File: config.mk
export PLATFORM = sky130hd
export DESIGN_NAME = processor_data_path
export DESIGN_NICKNAME = d
export VERILOG_FILES = /design/src/hdl/dp_pkg.sv /design/src/hdl/processor_data_path.sv /design/src/hdl/alu_slice.sv
export SDC_FILE = /design/constraint.sdc
export NUM_CORES = 1
export LEC_CHECK = 0
export ABC_AREA = 1
export BUFFER_PORTS_ARGS = -buffer_cell sky130_fd_sc_hd__buf_2
export CAP_MARGIN = 5
export CORE_MARGIN = 4
export CORE_UTILIZATION = 50
export DETAILED_ROUTE_END_ITERATION = 7
export PLACE_DENSITY = 0.84
export SYNTH_ARGS = -nofsm -noshare
export SYNTH_HDL_FRONTEND = slang
export SYNTH_SLANG_ARGS = --single-unit
File: constraint.sdc
create_clock -name clk -period 0.8 [get_ports clk]
set_input_delay 0.12 -clock clk [delete_from_list [all_inputs] [get_ports clk]]
set_output_delay 0.12 -clock clk [all_outputs]
set_load 0.03 [all_outputs]
File: src/hdl/dp_pkg.sv
// Operation
// - The main data select picks the result register, bus data in, result shifted right or read bus.
// - The main data select output is the common write data for the B operand, scratch pad and status.
// - The result register drives the bus data drivers and feeds back into the main data select.
// - Bus data drivers are enabled from the result register only while bus_from_result_gate is set.
// - The result register and other data path registers, except the bus data driver enable, have no reset and start undefined.
// - The result register holds read-modify-write data so a scratch pad word is not read and written at once.
// - In a rotate right the result register LSB becomes the new carry value.
// - The bus address select loads the bus address register from the ALU or from the read bus.
// - Carries out of each 4-bit group come from a lookahead network, not a ripple.
// - Result bit 7 is given to the condition code logic as the byte sign.
// - Bit 7 of the A operand and of the B operand select go to the status logic for byte overflow.
// - Processor-internal addresses are decoded from the internal bus address register only.
// - The result register is decoded for all-zero and for partial-zero portions.
// - Low console switches are XOR compared with the buffered micro pointer and a match is flagged.
// - The main data select output is also shown on the console data display.
// - All data path registers load on the rising clock edge.
package dp_pkg;

    localparam int WORD_W   = 16;
    localparam int GROUP_W  = 4;
    localparam int GROUPS   = WORD_W / GROUP_W;
    localparam int UPTR_W   = 8;

    // Main data select sources
    localparam logic [1:0] MD_RESULT   = 2'h0;
    localparam logic [1:0] MD_BUS_DATA = 2'h1;
    localparam logic [1:0] MD_SHIFT_R  = 2'h2;
    localparam logic [1:0] MD_READ_BUS = 2'h3;

    // B operand select sources
    localparam logic [1:0] BS_B_REG    = 2'h0;
    localparam logic [1:0] BS_SWAP     = 2'h1;
    localparam logic [1:0] BS_ONE      = 2'h2;
    localparam logic [1:0] BS_TWO      = 2'h3;

    // Bus address select sources
    localparam logic       BA_ALU      = 1'b0;
    localparam logic       BA_READ_BUS = 1'b1;

    // Carry register sources
    localparam logic [1:0] CS_WORD     = 2'h0;
    localparam logic [1:0] CS_BYTE     = 2'h1;
    localparam logic [1:0] CS_STATUS   = 2'h2;
    localparam logic [1:0] CS_RESULT0  = 2'h3;

    // ALU functions
    localparam logic [2:0] ALU_ADD     = 3'h0;
    localparam logic [2:0] ALU_SUB     = 3'h1;
    localparam logic [2:0] ALU_AND     = 3'h2;
    localparam logic [2:0] ALU_OR      = 3'h3;
    localparam logic [2:0] ALU_XOR     = 3'h4;
    localparam logic [2:0] ALU_PASS_A  = 3'h5;
    localparam logic [2:0] ALU_PASS_B  = 3'h6;
    localparam logic [2:0] ALU_NOT_B   = 3'h7;

    // Constant B operands
    localparam logic [15:0] CONST_ONE  = 16'h0001;
    localparam logic [15:0] CONST_TWO  = 16'h0002;

    // Processor-internal addresses
    localparam logic [15:0] ADDR_STATUS   = 16'hFFFE;
    localparam logic [15:0] ADDR_SWITCHES = 16'hFF78;
    localparam logic [15:0] ADDR_REG_BASE = 16'hFF00;
    localparam logic [15:0] ADDR_REG_MASK = 16'hFFF0;

    localparam logic [15:0] ZERO_WORD  = 16'h0000;
    localparam logic        OE_RESET   = 1'b0;

    typedef struct packed {
        logic [1:0] main_data_select;
        logic [1:0] b_operand_select;
        logic [2:0] alu_op;
        logic       alu_carry_in;
        logic       load_b;
        logic       load_result;
        logic       load_carry;
        logic [1:0] carry_select;
        logic       bus_address_select;
        logic       load_bus_addr;
        logic       bus_from_result_gate;
    } micro_ctl_t;

    typedef struct packed {
        logic word_zero;
        logic byte_zero;
        logic low_nibble_zero;
        logic byte_sign;
        logic a_operand_bit7;
        logic b_operand_bit7;
        logic alu_out_bit7;
        logic group0_carry_out;
    } cond_flags_t;

    typedef struct packed {
        logic status_addr;
        logic switches_addr;
        logic reg_addr;
    } addr_decode_t;

endpackage : dp_pkg

File: src/hdl/processor_data_path.sv
`timescale 1ns/100ps
module processor_data_path (
    input  wire logic                 clk,
    input  wire logic                 rst_b,
    input  wire dp_pkg::micro_ctl_t   micro_ctl,
    input  wire logic [15:0]          read_bus,
    input  wire logic [15:0]          bus_data_in,
    input  wire logic                 status_carry,
    input  wire logic [15:0]          console_switches,
    input  wire logic [7:0]           buffered_micro_pointer,
    output logic      [15:0]          main_data_r,
    output logic      [15:0]          console_display_r,
    output logic      [15:0]          result_r,
    output logic                      result_carry_r,
    output logic      [15:0]          bus_data_out_r,
    output logic                      bus_data_oe_r,
    output logic      [15:0]          bus_addr_r,
    output dp_pkg::cond_flags_t       flags_r,
    output dp_pkg::addr_decode_t      addr_decode_r,
    output logic                      switch_match_r
);
    import dp_pkg::*;

    logic        rst_meta_b_r;
    logic        rst_sync_b_r;
    logic [15:0] b_reg_r;
    logic [15:0] main_data_select;
    logic [15:0] b_operand_select;
    logic [15:0] bus_address_select;
    logic [15:0] alu_out;
    logic [3:0]  grp_prop;
    logic [3:0]  grp_gen;
    logic [4:0]  grp_carry;
    logic [15:0] result_nxt;
    logic        result_carry_nxt;
    logic [15:0] bus_addr_nxt;

    // Reset release through two flops
    always_ff @(posedge clk or negedge rst_b) begin
        if (!rst_b) begin
            rst_meta_b_r <= 1'b0;
            rst_sync_b_r <= 1'b0;
        end else begin
            rst_meta_b_r <= 1'b1;
            rst_sync_b_r <= rst_meta_b_r;
        end
    end

    // Main data select
    always_comb begin
        unique case (micro_ctl.main_data_select)
            MD_RESULT:   main_data_select = result_r;
            MD_BUS_DATA: main_data_select = bus_data_in;
            MD_SHIFT_R:  main_data_select = {result_carry_r, result_r[15:1]};
            MD_READ_BUS: main_data_select = read_bus;
        endcase
    end

    // B operand select
    always_comb begin
        unique case (micro_ctl.b_operand_select)
            BS_B_REG: b_operand_select = b_reg_r;
            BS_SWAP:  b_operand_select = {b_reg_r[7:0], b_reg_r[15:8]};
            BS_ONE:   b_operand_select = CONST_ONE;
            BS_TWO:   b_operand_select = CONST_TWO;
        endcase
    end

    // Four identical slices
    genvar gi;
    generate
        for (gi = 0; gi < GROUPS; gi++) begin : g_slice
            alu_slice u_slice (
                .a        (read_bus[gi*GROUP_W +: GROUP_W]),
                .b        (b_operand_select[gi*GROUP_W +: GROUP_W]),
                .op       (micro_ctl.alu_op),
                .cin      (grp_carry[gi]),
                .f        (alu_out[gi*GROUP_W +: GROUP_W]),
                .grp_prop (grp_prop[gi]),
                .grp_gen  (grp_gen[gi])
            );
        end
    endgenerate

    // Group carry lookahead, each carry in two gate levels
    always_comb begin
        grp_carry[0] = micro_ctl.alu_carry_in;
        grp_carry[1] = grp_gen[0] | (grp_prop[0] & grp_carry[0]);
        grp_carry[2] = grp_gen[1] | (grp_prop[1] & grp_gen[0])
                     | (&grp_prop[1:0] & grp_carry[0]);
        grp_carry[3] = grp_gen[2] | (grp_prop[2] & grp_gen[1])
                     | (&grp_prop[2:1] & grp_gen[0])
                     | (&grp_prop[2:0] & grp_carry[0]);
        grp_carry[4] = grp_gen[3] | (grp_prop[3] & grp_gen[2])
                     | (&grp_prop[3:2] & grp_gen[1])
                     | (&grp_prop[3:1] & grp_gen[0])
                     | (&grp_prop[3:0] & grp_carry[0]);
    end

    // Carry source
    always_comb begin
        unique case (micro_ctl.carry_select)
            CS_WORD:    result_carry_nxt = grp_carry[4];
            CS_BYTE:    result_carry_nxt = grp_carry[2];
            CS_STATUS:  result_carry_nxt = status_carry;
            CS_RESULT0: result_carry_nxt = result_r[0];
        endcase
    end

    always_comb begin
        result_nxt   = micro_ctl.load_result ? alu_out : result_r;
        bus_address_select = (micro_ctl.bus_address_select == BA_READ_BUS) ?
                             read_bus : alu_out;
        bus_addr_nxt = micro_ctl.load_bus_addr ? bus_address_select : bus_addr_r;
    end

    // Data path registers carry no reset
    always_ff @(posedge clk) begin
        if (micro_ctl.load_b) begin
            b_reg_r <= main_data_select;
        end
    end

    // Result register holds data between scratch pad read and rewrite
    always_ff @(posedge clk) begin
        result_r <= result_nxt;
        if (micro_ctl.load_carry) begin
            result_carry_r <= result_carry_nxt;
        end
    end

    always_ff @(posedge clk) begin
        bus_addr_r <= bus_addr_nxt;
    end

    // Write data and console display copies
    always_ff @(posedge clk) begin
        main_data_r       <= main_data_select;
        console_display_r <= main_data_select;
    end

    // Bus data drivers
    always_ff @(posedge clk) begin
        bus_data_out_r <= result_nxt;
    end

    always_ff @(posedge clk or negedge rst_sync_b_r) begin
        if (!rst_sync_b_r) begin
            bus_data_oe_r <= OE_RESET;
        end else begin
            bus_data_oe_r <= micro_ctl.bus_from_result_gate;
        end
    end

    // Condition flags follow the result register, the operands, ALU bit 7 and the group 0 carry
    always_ff @(posedge clk) begin
        flags_r.word_zero       <= (result_nxt == ZERO_WORD);
        flags_r.byte_zero       <= (result_nxt[7:0] == ZERO_WORD[7:0]);
        flags_r.low_nibble_zero <= (result_nxt[3:0] == ZERO_WORD[3:0]);
        flags_r.byte_sign       <= result_nxt[7];
        flags_r.a_operand_bit7  <= read_bus[7];
        flags_r.b_operand_bit7  <= b_operand_select[7];
        flags_r.alu_out_bit7    <= alu_out[7];
        flags_r.group0_carry_out <= grp_carry[1];
    end

    // Internal address decode from the bus address register
    always_ff @(posedge clk) begin
        addr_decode_r.status_addr   <= (bus_addr_nxt == ADDR_STATUS);
        addr_decode_r.switches_addr <= (bus_addr_nxt == ADDR_SWITCHES);
        addr_decode_r.reg_addr      <= ((bus_addr_nxt & ADDR_REG_MASK)
                                        == ADDR_REG_BASE);
    end

    // Console switch to micro pointer match
    always_ff @(posedge clk) begin
        switch_match_r <= ~|(console_switches[UPTR_W-1:0] ^ buffered_micro_pointer);
    end

endmodule : processor_data_path

File: src/hdl/alu_slice.sv
`timescale 1ns/100ps
module alu_slice (
    input  wire logic [3:0] a,
    input  wire logic [3:0] b,
    input  wire logic [2:0] op,
    input  wire logic       cin,
    output logic      [3:0] f,
    output logic            grp_prop,
    output logic            grp_gen
);
    import dp_pkg::*;

    logic [3:0] bb;
    logic [3:0] prop;
    logic [3:0] gen;
    logic [3:0] c;
    logic       arith;

    always_comb begin
        arith = (op == ALU_ADD) || (op == ALU_SUB);
        bb    = (op == ALU_SUB) ? ~b : b;
        prop  = a ^ bb;
        gen   = a & bb;
        // Bit carries expanded per position inside the group
        c[0] = cin;
        c[1] = gen[0] | (prop[0] & cin);
        c[2] = gen[1] | (prop[1] & gen[0]) | (&prop[1:0] & cin);
        c[3] = gen[2] | (prop[2] & gen[1]) | (&prop[2:1] & gen[0]) | (&prop[2:0] & cin);
        grp_prop = arith & (&prop);
        grp_gen  = arith & (gen[3] | (prop[3] & gen[2]) | (&prop[3:2] & gen[1])
                 | (&prop[3:1] & gen[0]));
        unique case (op)
            ALU_ADD, ALU_SUB: f = prop ^ c[3:0];
            ALU_AND:          f = a & b;
            ALU_OR:           f = a | b;
            ALU_XOR:          f = a ^ b;
            ALU_PASS_A:       f = a;
            ALU_PASS_B:       f = b;
            ALU_NOT_B:        f = ~b;
        endcase
    end

endmodule : alu_slice

==> key figures, run 1 <==
Outcome
  • Status: aborted with a tool error
  • Stop stage: global routing
  • Err: [ERROR GRT-0232] Routing congestion too high. Check the congestion heatmap in the GUI.

Yosys
  • Ys Warns: 0
  • Post-Syn Instances: 808
  • Post-Syn Area: 5749 µm²
  • Register bit total from synthesis: 79
  • Synth Flop Type: dfxtp_1
  • Syn Area/Cell: 7.115 µm²
  • Sequential fraction of the synthesis area: 30.73%
  • Ys async rst share: 3.797%
  • Synthesized Nets: 935
  • Synth unique cells: 45
  • Post-synth EDFFs: 17

Clock network
  • Root buffer cell: clkbuf_16
  • # H-tree levels: 3
  • Sink count of the clock tree: 79
  • CTS Buffer Depth: 2
  • Inserted Clock Buffers: 9

Die
  • Die Wd: 115.2 µm
  • FP Rows: 38
  • Die Y: 115.2 µm
  • I/O pin count: 169
  • Initial Utilization: 52.12%

STA
  • Crit. endpoint post-GRT repair: addr_decode_r[1]$_DFF_P_/D
  • Kind of the worst endpoint: register data pin

Global routing
  • Global route overflow: 261
  • Largest net degree at the start of global routing: 20
  • Tot GR Track Use: 74.78%

Placement
  • Detailed Place HPWL: 16970 µm
  • DP Cell Count: 1260
  • Buffers added on ports: 160
  • Worst slack at placement: -2629 ps
  • Final Wtd Congestion: 0.9793
==> synthesized netlist by cell type (9+ instances only) <==
cell type / instances / area [µm²]
nand3_1: 44 / 220.2
o21ai_1: 14 / 70.07
inv_2: 10 / 37.54
a21oi_1: 33 / 165.2
nand2_1: 221 / 829.6
edfxtp_1: 17 / 510.5
o21ai_0: 48 / 240.2
xor2_1: 15 / 131.4
o2111ai_1: 9 / 78.83
dfxtp_1: 59 / 1181
xnor2_1: 12 / 105.1
nand4_1: 16 / 100.1
clkbuf_1: 10 / 37.54
ha_1: 48 / 600.6
nor2_1: 46 / 172.7
buf_4: 36 / 270.3
inv_1: 99 / 371.6
==> repair_timing <==
item,CTS
hold buffers,3
endpoints found under the setup margin,163
pin swaps,32
buffers inserted,25
hold endpoints to repair,4
resized for setup,344
==> per-stage QoR <==
step                setup TNS [ps]  cell area [µm²]
floorplan                   -70180             5974
global placement            -86130             8130
detailed placement          -88620             8130
CTS                         -95770             9712
==> metal layers <==
| metal | GRT overflow | GRT usage (%) |
|---|---|---|
| met1 | 5 | 70.23 |
| met2 | 162 | 96.45 |
| met3 | 1 | 56.63 |
| met4 | 93 | 81.30 |
| met5 | 0 | 15.56 |
==> cell families after synthesis <==
logic type	count (synthesis)	synth area share, %
AND/OR/NAND/NOR	353	26.36
multiplexers	1	0.1741
XOR/XNOR	27	4.113
buffers and inverters	163	13.23
AO/OA/AOI/OAI	132	13.49
other	1	0.06523
flip-flops	79	30.73
adder cells (fa/ha/maj)	52	11.84
==> run 2, diff against run 1 <==
--- a/config.mk
+++ b/config.mk
@@ -9,9 +9,9 @@
 export BUFFER_PORTS_ARGS = -buffer_cell sky130_fd_sc_hd__buf_2
 export CAP_MARGIN = 5
 export CORE_MARGIN = 4
-export CORE_UTILIZATION = 50
+export CORE_UTILIZATION = 35
 export DETAILED_ROUTE_END_ITERATION = 7
-export PLACE_DENSITY = 0.84
+export PLACE_DENSITY_LB_ADDON = 0.15
 export SYNTH_ARGS = -nofsm -noshare
 export SYNTH_HDL_FRONTEND = slang
 export SYNTH_SLANG_ARGS = --single-unit
==> key figures, run 2 <==
STA
  • Minimum clock period: 3330 ps
  • Fin Hold WS: 2.421 ps
  • Fmax: 0.3003 GHz
  • RSZ-0062 raised after global routing: true
  • Max Clock Skew: 10.17 ps
  • Period utilization: 416.3%
  • Final slew viol count: 0
  • Final hold vios: 0
  • Sum Neg Setup Slack: -101590 ps
  • Setup ws final: -2530 ps
  • # setup viols final: 168

Outcome
  • Failing checks: setup timing
  • Status: complete, but fails checks

Drt
  • Pre-antenna DRT Iters: 5
  • Post-route DRC: 0
  • Post-DRT Antenna Nets: 0
  • Initial drt markers: 378
  • DR vias: 6828
  • Drt wl/cell: 17.00 µm
  • Detailed-route vias per instance: 4.853
  • Detailed Route WL: 23920 µm

Die
  • FP Rows: 46 (+21%)
  • Die Y: 136.2 µm (+18%)
  • Initial Utilization: 35.93% (-16 points)
  • Die area: 18540 µm²
  • Core area: 16000 µm²
  • Die Wd: 136.2 µm (+18%)
  • I/O pin count: 169 (unchanged)

Global routing
  • Largest net degree at the start of global routing: 20
  • Grt met3 use: 3.627%
  • Met1 usage: 31.15%
  • Global route overflow: 0
  • GRT busiest layer: met2
  • Tot GR Track Use: 24.91%
  • Vias in the first global route: 6713
  • Initial antenna violation count: 0
  • Met2 Track Usage GR: 43.18%
  • First-pass GRT wire length: 35170 µm

Worst setup path
  • Worst r2r src: b_reg_r[11]
  • R2R depth: 24
  • Kind of critical path: reg -> reg
  • R2R setup slack: -2530 ps
  • Critical R2R Capture: addr_decode_r[0]
  • Slowest stage delay, CP: 430 ps
  • Critical Path End Type: flop
  • Crit path max fanout: 3
  • Startpoint Class: flop
  • Critical Path Start: b_reg_r[11]
  • Crit path required time: 1080 ps
  • Worst path cell trace: nand2_2 > nand2_4 > xor2_1 > ha_1 > nand2_2 > inv_2 > nand2_2 > nand2_1 > nand2_1 > nand3_2 > nand2_2 > nand2_2 > inv_2 > fa_2 > or2_4 > nand4_1 > nand2_1 > nand2_1 > nand3_1 > nor2_1 > nand2_1 > nor2_1 > nand3_1 > nor2_1
  • Crit-path slowest cell: edfxtp_1
  • Arr. time, crit path: 3610 ps

Power
  • Register share of total power: 27.3%
  • Leakage Power: 0.005295 µW
  • Power Density: 1799 nW/µm²
  • Power Total: 18770 µW
  • Sw Pwr: 6915 µW
  • Internal: 11850 µW
  • Clock network fraction of total power: 23.1%
  • Logic gate share of total power: 49.6%
  • Sw frac: 36.85%
  • Worst ir drop on vdd: 1.781 mV

Clock network
  • Sink count of the clock tree: 79 (unchanged)
  • Clock-pin slew on the worst setup and hold paths: 60 ps
  • CTS tree: yes
  • Root buffer cell: clkbuf_16
  • # H-tree levels: 3 (unchanged)
  • Worst-skew pair later-pin latency: 350 ps
  • CTS Buffer Depth: 2 (unchanged)
  • Inserted Clock Buffers: 9 (unchanged)

Yosys
  • Syn Area/Cell: 7.115 µm² (unchanged)
  • Ys async rst share: 3.797% (unchanged)
  • Synthesized Nets: 935 (unchanged)
  • Register bit total from synthesis: 79 (unchanged)
  • Largest area contributor in the netlist: dfxtp_1
  • Synth Flop Type: dfxtp_1
  • Post-Syn Area: 5749 µm² (unchanged)
  • Post-synth EDFFs: 17 (unchanged)
  • Yosys top cell area share: 20.54% (unchanged)
  • Post-Syn Instances: 808 (unchanged)
  • Synth cell count leaders: 221 x nand2_1, 99 x inv_1, 59 x dfxtp_1, 48 x ha_1, 48 x o21ai_0
  • Synth unique cells: 45 (unchanged)
  • Sequential fraction of the synthesis area: 30.73% (unchanged)
  • Most common cell in the netlist: nand2_1
  • Ys Warns: 0 (unchanged)
  • Top cells by area, synth: dfxtp_1 21%, nand2_1 14%, ha_1 10%

Hold path
  • Min-Delay Path Class: reg -> async

Placement
  • Detailed Place HPWL: 17690 µm (+4.2%)
  • DP Cell Count: 1341 (+6.4%)
  • Final Wtd Congestion: 0.9236 (-5.7%)
  • Worst slack at placement: -2552 ps (+77.56 ps)
  • Buffers added on ports: 160 (unchanged)

Final layout
  • Synth-to-Final Area Change: 81.46%
  • Non-filler instance count after layout: 1407
  • Most common cell after layout, fill and taps aside: buf_4
  • Most frequent cells in the layout: 193 x buf_4, 175 x nand2_1, 147 x buf_6
  • Nets@finish: 1313
  • Share of layout cells above drive strength 1: 54.24%
  • N_diodes: 0

Run
  • Max Cap Violations: 0
-- run 2: cell counts after synthesis --
Identical to the previous run, type by type.
-- run 2: per-layer routing --
metal	share of wire (%)	up-vias
met1	40	3166
met2	50	257
met3	6.7	54
met5	0	-
met4	3.4	0
li1	-	3351
-- run 2: worst max-delay path, delay by kind of cell (launching register included) --
family	cells	cell delay, ps
xor+xnor	1	160
fa+ha+maj	2	760
simple gates	19	1810
flops	1	430
buf+inv	2	100
-- run 2: final cells by class --
class / instances / area (µm²)
Multi-Input combinational cell: 566 / 3857
Tap cell: 216 / 270.3
Inverter: 109 / 416.7
Clock inverter: 3 / 40.04
Timing Repair Buffer: 421 / 3700
Fill cell: 1343 / 5568
Sequential cell: 79 / 1877
Clock buffer: 13 / 271.5
-- run 2: repair_timing --
| item | in CTS | in global routing |
|---|---|---|
| buffers inserted | 34 | 25 |
| gates resized for setup | 345 | 66 |
| gates cloned | 0 | 0 |
| hold buffers | 3 | 0 |
| setup endpoints to repair | 166 | 168 |
| hold endpoints to repair | 4 | 0 |
| pin swaps | 51 | 42 |
-- run 2: worst max path at each step --
stage	end	slack, ps
4_1_cts	addr_decode_r[0]	-2450
3_3_place_gp	addr_decode_r[1]	-2490
2_1_floorplan	addr_decode_r[0]	-2530
5_1_grt	addr_decode_r[0]	-2760
3_5_place_dp	addr_decode_r[2]	-2550
6_report	addr_decode_r[0]	-2530
-- run 2: kinds of logic after synthesis --
group | count (synthesis) | share of synthesized area, %
buf+inv | 163 | 13.23
mux | 1 | 0.1741
fa+ha+maj | 52 | 11.84
other cells | 1 | 0.06523
simple gates | 353 | 26.36
compound gates | 132 | 13.49
flops | 79 | 30.73
xor+xnor | 27 | 4.113
-- run 2: power groups by stage --
stage,combinational [µW],sequential (µW),clock (µW)
finish,9300,5130,4330
global route,9890,5180,4520
CTS,8700,5110,4390
detailed placement,6890,5060,0
global placement,6860,5060,0
floorplan,3170,5870,0
-- run 2: through the flow --
step | utilization [%] | cell area (µm²)
floorplan | - | 5974
global placement | 52.19 | 8351
detailed placement | 52.19 | 8351
CTS | 62.72 | 10040
global route | 65.20 | 10430
finish | 65.20 | 10430
Power figures use the tool's default switching activity.
==> run 3, diff against run 2 <==
==> constraint.sdc (replaced) <==
create_clock -name clk -period 0.8 [get_ports clk]
set_input_delay 0.04 -clock clk [delete_from_list [all_inputs] [get_ports clk]]
set_output_delay 0.04 -clock clk [all_outputs]
set_load 0.03 [all_outputs]
==> key figures, run 3 (synthesis results as in run 2) <==
Outcome
  • Status: complete, but fails checks
  • Failing checks: hold timing, setup timing

Global routing
  • First-pass GRT wire length: 35640 µm (+1.3%)
  • Initial antenna violation count: 0 (unchanged)
  • Largest net degree at the start of global routing: 20 (unchanged)
  • Vias in the first global route: 6861 (+2.2%)
  • Tot GR Track Use: 25.22% (+0.31 points)
  • Global route overflow: 0 (unchanged)

Die
  • Die Y: 136.2 µm (unchanged)
  • FP Rows: 46 (unchanged)
  • I/O pin count: 169 (unchanged)
  • Initial Utilization: 35.93% (unchanged)
  • Die area: 18540 µm² (unchanged)
  • Die Wd: 136.2 µm (unchanged)
  • Core area: 16000 µm² (unchanged)

Clock network
  • Worst-skew pair later-pin latency: 350 ps (about the same)
  • Sink count of the clock tree: 79 (unchanged)
  • CTS tree: yes
  • Clock-pin slew on the worst setup and hold paths: 60 ps (about the same)
  • Root buffer cell: clkbuf_16
  • CTS Buffer Depth: 2 (unchanged)
  • # H-tree levels: 3 (unchanged)
  • Inserted Clock Buffers: 9 (unchanged)

Worst setup path
  • Crit-path slowest cell: edfxtp_1
  • Cell count along the critical path: 23 (-4.2%)
  • CP most frequent cell: buf_4
  • Startpoint Class: flop
  • Arr. time, crit path: 3700 ps (+90 ps)
  • Crit path max fanout: 4 (+1)
  • R2R depth: 23 (-4.2%)
  • Worst path cell trace: nand2_1 > o21ai_2 > xor2_1 > ha_1 > nand2_1 > nand2_2 > buf_4 > buf_4 > buf_4 > buf_4 > buf_4 > buf_4 > buf_4 > buf_4 > inv_1 > nand3_1 > nand3_1 > nand2_2 > o21ai_4 > nand2_2 > nor3_1 > nand2_1 > nor2_1
  • CP bufs+invs: 9 (+7)
  • Crit path required time: 1080 ps (about the same)
  • Slowest stage delay, CP: 450 ps (+20 ps)
  • Critical path's top delay family: simple AND/OR/NAND/NOR gates
  • Kind of critical path: reg -> reg
  • Critical Path End Type: flop

STA
  • # setup viols final: 162 (-3.6%)
  • Final hold vios: 5 (+5)
  • Fmax: 0.2927 GHz (-2.5%)
  • Setup ws final: -2617 ps (-86.73 ps)
  • Final slew viol count: 0 (unchanged)
  • Minimum clock period: 3417 ps (+86.73 ps)
  • RSZ-0062 raised after global routing: true
  • Max Clock Skew: 9.257 ps (-0.9159 ps)
  • Period utilization: 427.1% (+11 points)
  • Fin Hold WS: -58.48 ps (-60.90 ps)

Placement
  • Detailed Place HPWL: 18050 µm (+2.0%)
  • Final Wtd Congestion: 0.8977 (-2.8%)
  • Buffers added on ports: 160 (unchanged)

Drt
  • Drt wl/cell: 17.00 µm (about the same)
  • Initial drt markers: 363 (-4.0%)
  • Detailed-route vias per instance: 4.841 (-0.24%)
  • Detailed Route WL: 24080 µm (+0.66%)
  • Post-DRT Antenna Nets: 0 (unchanged)
  • DR vias: 6855 (+0.40%)
  • Post-route DRC: 0 (unchanged)
  • Pre-antenna DRT Iters: 5 (unchanged)

Power
  • Leakage Power: 0.005296 µW (about the same)
  • Power Density: 1763 nW/µm² (-2.0%)
  • Power Total: 18490 µW (-1.5%)
  • Worst ir drop on vdd: 1.356 mV (-24%)

Hold path
  • Min-Delay Path Class: in -> reg
  • Hold path depth: 3

Final layout
  • Synth-to-Final Area Change: 82.39%
  • Nets@finish: 1322 (+0.69%)
  • Share of layout cells above drive strength 1: 53.33% (-0.91 points)
  • N_diodes: 0 (unchanged)
  • Final core area utilization: 65.54% (+0.34 points)
  • Fillers: 1387 (+3.3%)
  • Most frequent cells in the layout: 197 x buf_4, 175 x nand2_1, 139 x buf_6
  • Most common cell after layout, fill and taps aside: buf_4

Run
  • Max Cap Violations: 0 (unchanged)
run 3: cell count changes in the layout (fill, tap and decap cells not counted), moves of 4 or more:
cell,delta
buf_6,-8
nor2_2,+4
buf_4,+4
o21ai_1,-4
inv_1,+4
inv_2,-5
buf_12,-5
dlygate4sd3_1,+22
run 3: routing by layer:
layer  vias to the layer above  share of wire (%)  GRT usage [%]
li1                       3384                  -              -
met1                      3244                 42          30.83
met2                       187                 50          44.08
met3                        40                5.0          5.144
met4                         0                2.7          8.511
met5                         -                  0              0
run 3: stage by stage:
step	TNS [ps]	setup slack, ps	area [µm²]	instances
6_report	-95350	-2617	10490	1416
2_1_floorplan	-66950	-2451	5921	808
3_3_place_gp	-82030	-2540	8295	1346
5_1_grt	-104800	-2900	10490	1416
3_5_place_dp	-82910	-2585	8295	1346
4_1_cts	-92570	-2500	10230	1411
run 3: path summary, 6_finish.rpt:
kind / slack [ps] / startpoint / endpoint
min in group asynchronous: 0 / rst_sync_b_r / bus_data_oe_r
worst min-delay path: -60 / bus_data_in[13] / console_display_r[13]
worst max-delay path: -2620 / b_reg_r[5] / addr_decode_r[0]
worst max register to register: -2620 / b_reg_r[5] / addr_decode_r[0]
worst min register to register: 0 / rst_sync_b_r / bus_data_oe_r
max in group asynchronous: 130 / rst_b / rst_meta_b_r
run 3: area by class of cell:
class                      count  area, µm²  area share (%)
sequential                    79       1877           17.90
clock buffer                   9      225.2           2.148
inverter                     109      419.2           3.997
multi-input combinational    566       3891           37.11
timing repair buffer         430       3730           35.57
clock inverter                 7      73.82          0.7040
tap                          216      270.3           2.577
run 3: worst register-to-register path, delay by kind of cell, from the launching register on:
kind	cells	cell delay, ps
DFF	1	450
adders and majority gates	1	360
xor gates and xnor gates	1	180
AOI/OAI and AO/OA	2	280
buffers and inverters	9	1040
and+or+nand+nor	10	1040
run 3: what timing repair did:
item                                   in CTS  in global routing
setup endpoints to repair                 166                166
gates resized for setup                   365                 64
endpoints found under the hold margin      17                  6
buffers inserted                           30                 22
pin swaps                                  38                 50
hold buffers                               24                  1
run 3: power by group:
part / total [µW] / switching, µW / internal, µW
logic: 9180 / 4800 / 4380
clock network: 4160 / 1740 / 2420
registers: 5150 / 433 / 4720
==> run 4, diff against run 3 <==
==> constraint.sdc (replaced) <==
create_clock -name clk -period 2.87 [get_ports clk]
set_input_delay 0.1435 -clock clk [delete_from_list [all_inputs] [get_ports clk]]
set_output_delay 0.1435 -clock clk [all_outputs]
set_load 0.03 [all_outputs]
==> key figures, run 4 (synthesis results as in run 2) <==
Outcome
  • Status: complete, but fails checks
  • Failing checks: setup timing

STA
  • Final slew viol count: 0 (unchanged)
  • Fmax: 0.2905 GHz (-0.74%)
  • Period utilization: 119.9% (-310 points)
  • Max Clock Skew: 7.559 ps (-1.699 ps)
  • Tightest Pin Transition: 1060 ps
  • Setup ws final: -572.2 ps (+2045 ps)
  • Minimum clock period: 3442 ps (+25.49 ps)
  • Slew headroom: 29.05%
  • RSZ-0062 raised after global routing: true
  • # setup viols final: 12 (-93%)
  • Final hold vios: 0 (-5)

Global routing
  • Initial antenna violation count: 0 (unchanged)
  • First-pass GRT wire length: 30190 µm (-15%)
  • Largest net degree at the start of global routing: 25 (+25%)
  • Vias in the first global route: 5576 (-19%)
  • Global route overflow: 0 (unchanged)
  • Tot GR Track Use: 21.74% (-3.5 points)

Worst setup path
  • Slowest stage delay, CP: 420 ps (-30 ps)
  • R2R depth: 22 (-4.3%)
  • CP bufs+invs: 1 (-8)
  • Crit path required time: 3140 ps (+2060 ps)
  • R2R setup slack: -570 ps (+2040 ps)
  • Kind of critical path: reg -> reg
  • Worst r2r src: b_reg_r[3]
  • Arr. time, crit path: 3720 ps (+20 ps)
  • Crit-path slowest cell: edfxtp_1
  • CP most frequent cell: nand2_1
  • Critical path's top delay family: simple AND/OR/NAND/NOR gates
  • Startpoint Class: flop
  • Critical R2R Capture: addr_decode_r[2]
  • Critical Path End Type: flop
  • Worst path cell trace: nand2_2 > nand2_4 > xor2_1 > ha_1 > a21oi_2 > nand2_1 > nand2_1 > nand3_4 > nand2_1 > nand2_2 > inv_2 > fa_1 > or2_4 > nand4_1 > nand2_1 > nand2_1 > nand3_1 > nor2_1 > nand2_1 > nor2_2 > nand3_2 > nor2_1
  • Crit path max fanout: 3 (-1)

Clock network
  • Worst-skew pair later-pin latency: 340 ps (about the same)
  • Inserted Clock Buffers: 9 (unchanged)
  • Clock-pin slew on the worst setup and hold paths: 60 ps (about the same)
  • CTS tree: yes
  • CTS Buffer Depth: 2 (unchanged)
  • Root buffer cell: clkbuf_16
  • Sink count of the clock tree: 79 (unchanged)
  • # H-tree levels: 3 (unchanged)

Final layout
  • Most frequent cells in the layout: 204 x nand2_1, 160 x buf_2, 95 x inv_1
  • Final core area utilization: 48.82% (-17 points)
  • Area occupied by multi-input gates: 3501 µm² (-10%)
  • Area taken by flip-flops and latches: 1767 µm² (-5.9%)
  • Share of layout cells above drive strength 1: 34.48% (-19 points)
  • Most common cell after layout, fill and taps aside: nand2_1
  • N_diodes: 0 (unchanged)
  • Synth-to-Final Area Change: 35.87%
  • Nets@finish: 1143 (-14%)
  • Fillers: 1659 (+20%)

Die
  • Core area: 16000 µm² (unchanged)
  • Die Y: 136.2 µm (unchanged)
  • Initial Utilization: 35.93% (unchanged)
  • I/O pin count: 169 (unchanged)
  • Die Wd: 136.2 µm (unchanged)
  • FP Rows: 46 (unchanged)
  • Die area: 18540 µm² (unchanged)

Power
  • Power Density: 557.8 nW/µm² (-68%)
  • Worst ir drop on vdd: 0.4272 mV (-68%)
  • Leakage Power: 0.004053 µW (-23%)
  • Power Total: 4357 µW (-76%)

Drt
  • Met1 wire length: 9258 µm (-8.6%)
  • Met2 WL: 9528 µm (-21%)
  • Length of routed met3 wiring: 1070 µm (-10%)
  • Pre-antenna DRT Iters: 5 (unchanged)
  • Initial drt markers: 304 (-16%)
  • Post-route DRC: 0 (unchanged)
  • Detailed-route vias per instance: 4.816 (-0.51%)
  • DR top layer: met4
  • Drt wl/cell: 16.62 µm (-2.3%)
  • DR vias: 5958 (-13%)
  • Detailed Route WL: 20560 µm (-15%)
  • Post-DRT Antenna Nets: 0 (unchanged)

Hold path
  • Min-Delay Path Class: reg -> async

Placement
  • Worst slack at placement: -589.7 ps (+1996 ps)
  • Detailed Place HPWL: 16240 µm (-10%)
  • Final Wtd Congestion: 0.9196 (+2.4%)
  • Buffers added on ports: 160 (unchanged)

Run
  • Max Cap Violations: 0 (unchanged)
[run 4: changes by cell type in the layout (fill, tap and decap cells not counted), moves of 14 or more]
cell,change
o21ai_0,+15
nand2_2,-21
dlygate4sd3_1,-22
nand2_1,+29
buf_2,+97
dfxtp_4,-15
buf_6,-134
o21ai_2,-14
dfxtp_1,+58
buf_4,-115
dfxtp_2,-43
[run 4: worst max path at each step]
stage | endpoint | start | cells after the start
6_report | addr_decode_r[2] | b_reg_r[3] | 22
2_1_floorplan | addr_decode_r[0] | micro_ctl[11] | 28
5_1_grt | addr_decode_r[2] | b_reg_r[3] | 22
4_1_cts | addr_decode_r[1] | b_reg_r[0] | 23
3_3_place_gp | addr_decode_r[1] | b_reg_r[0] | 19
3_5_place_dp | addr_decode_r[0] | micro_ctl[10] | 25
[run 4: what timing repair did]
| action | in CTS | in global routing |
|---|---|---|
| hold endpoints to repair | 4 | 0 |
| cloned | 0 | 0 |
| hold buffers | 3 | 0 |
| endpoints found under the setup margin | 15 | 24 |
| pin swaps | 3 | 19 |
| buffers inserted | 7 | 11 |
| gates resized for setup | 12 | 65 |
[run 4: power breakdown]
group | total [µW] | internal [µW] | switching, µW
Combinational | 1730 | 610 | 1120
Sequential | 1390 | 1290 | 100
Clock | 1250 | 802 | 443
Total | 4360 | 2700 | 1660
[run 4: layer usage]
layer / vias to the layer above / global-route usage, %
li1: 3009 / -
met1: 2738 / 29.20
met2: 177 / 34.53
met3: 34 / 3.553
met4: 0 / 9.295
met5: - / 0
[run 4: worst reg2reg max path, cell delays in order (launching register included)]
cell and delay [ps]:
edfxtp_1 420, nand2_2 110, nand2_4 60, xor2_1 140, ha_1 330, a21oi_2 290
nand2_1 110, nand2_1 120, nand3_4 120, nand2_1 90, nand2_2 70, inv_2 50
fa_1 400, or2_4 230, nand4_1 120, nand2_1 90, nand2_1 90, nand3_1 60
nor2_1 110, nand2_1 70, nor2_2 110, nand3_2 100, nor2_1 90
[run 4: through the flow]
stage / hold slack [ps] / instances / cell area [µm²] / TNS, ps
floorplan: -152.1 / 808 / 5799 / -2004
global placement: -68.57 / 1206 / 7079 / -3871
detailed placement: -66.40 / 1206 / 7079 / -4375
CTS: 5.239 / 1232 / 7530 / -4253
global route: 9.806 / 1237 / 7811 / -6263
finish: 1.718 / 1237 / 7811 / -3677
[run 4: final cells by class]
class / instances / share of cell area [%]
tap: 216 / 3.460
timing repair buffer: 251 / 19.49
inverter: 109 / 5.366
multi-input combinational: 566 / 44.82
clock buffer: 14 / 3.796
clock inverter: 2 / 0.4485
sequential: 79 / 22.62
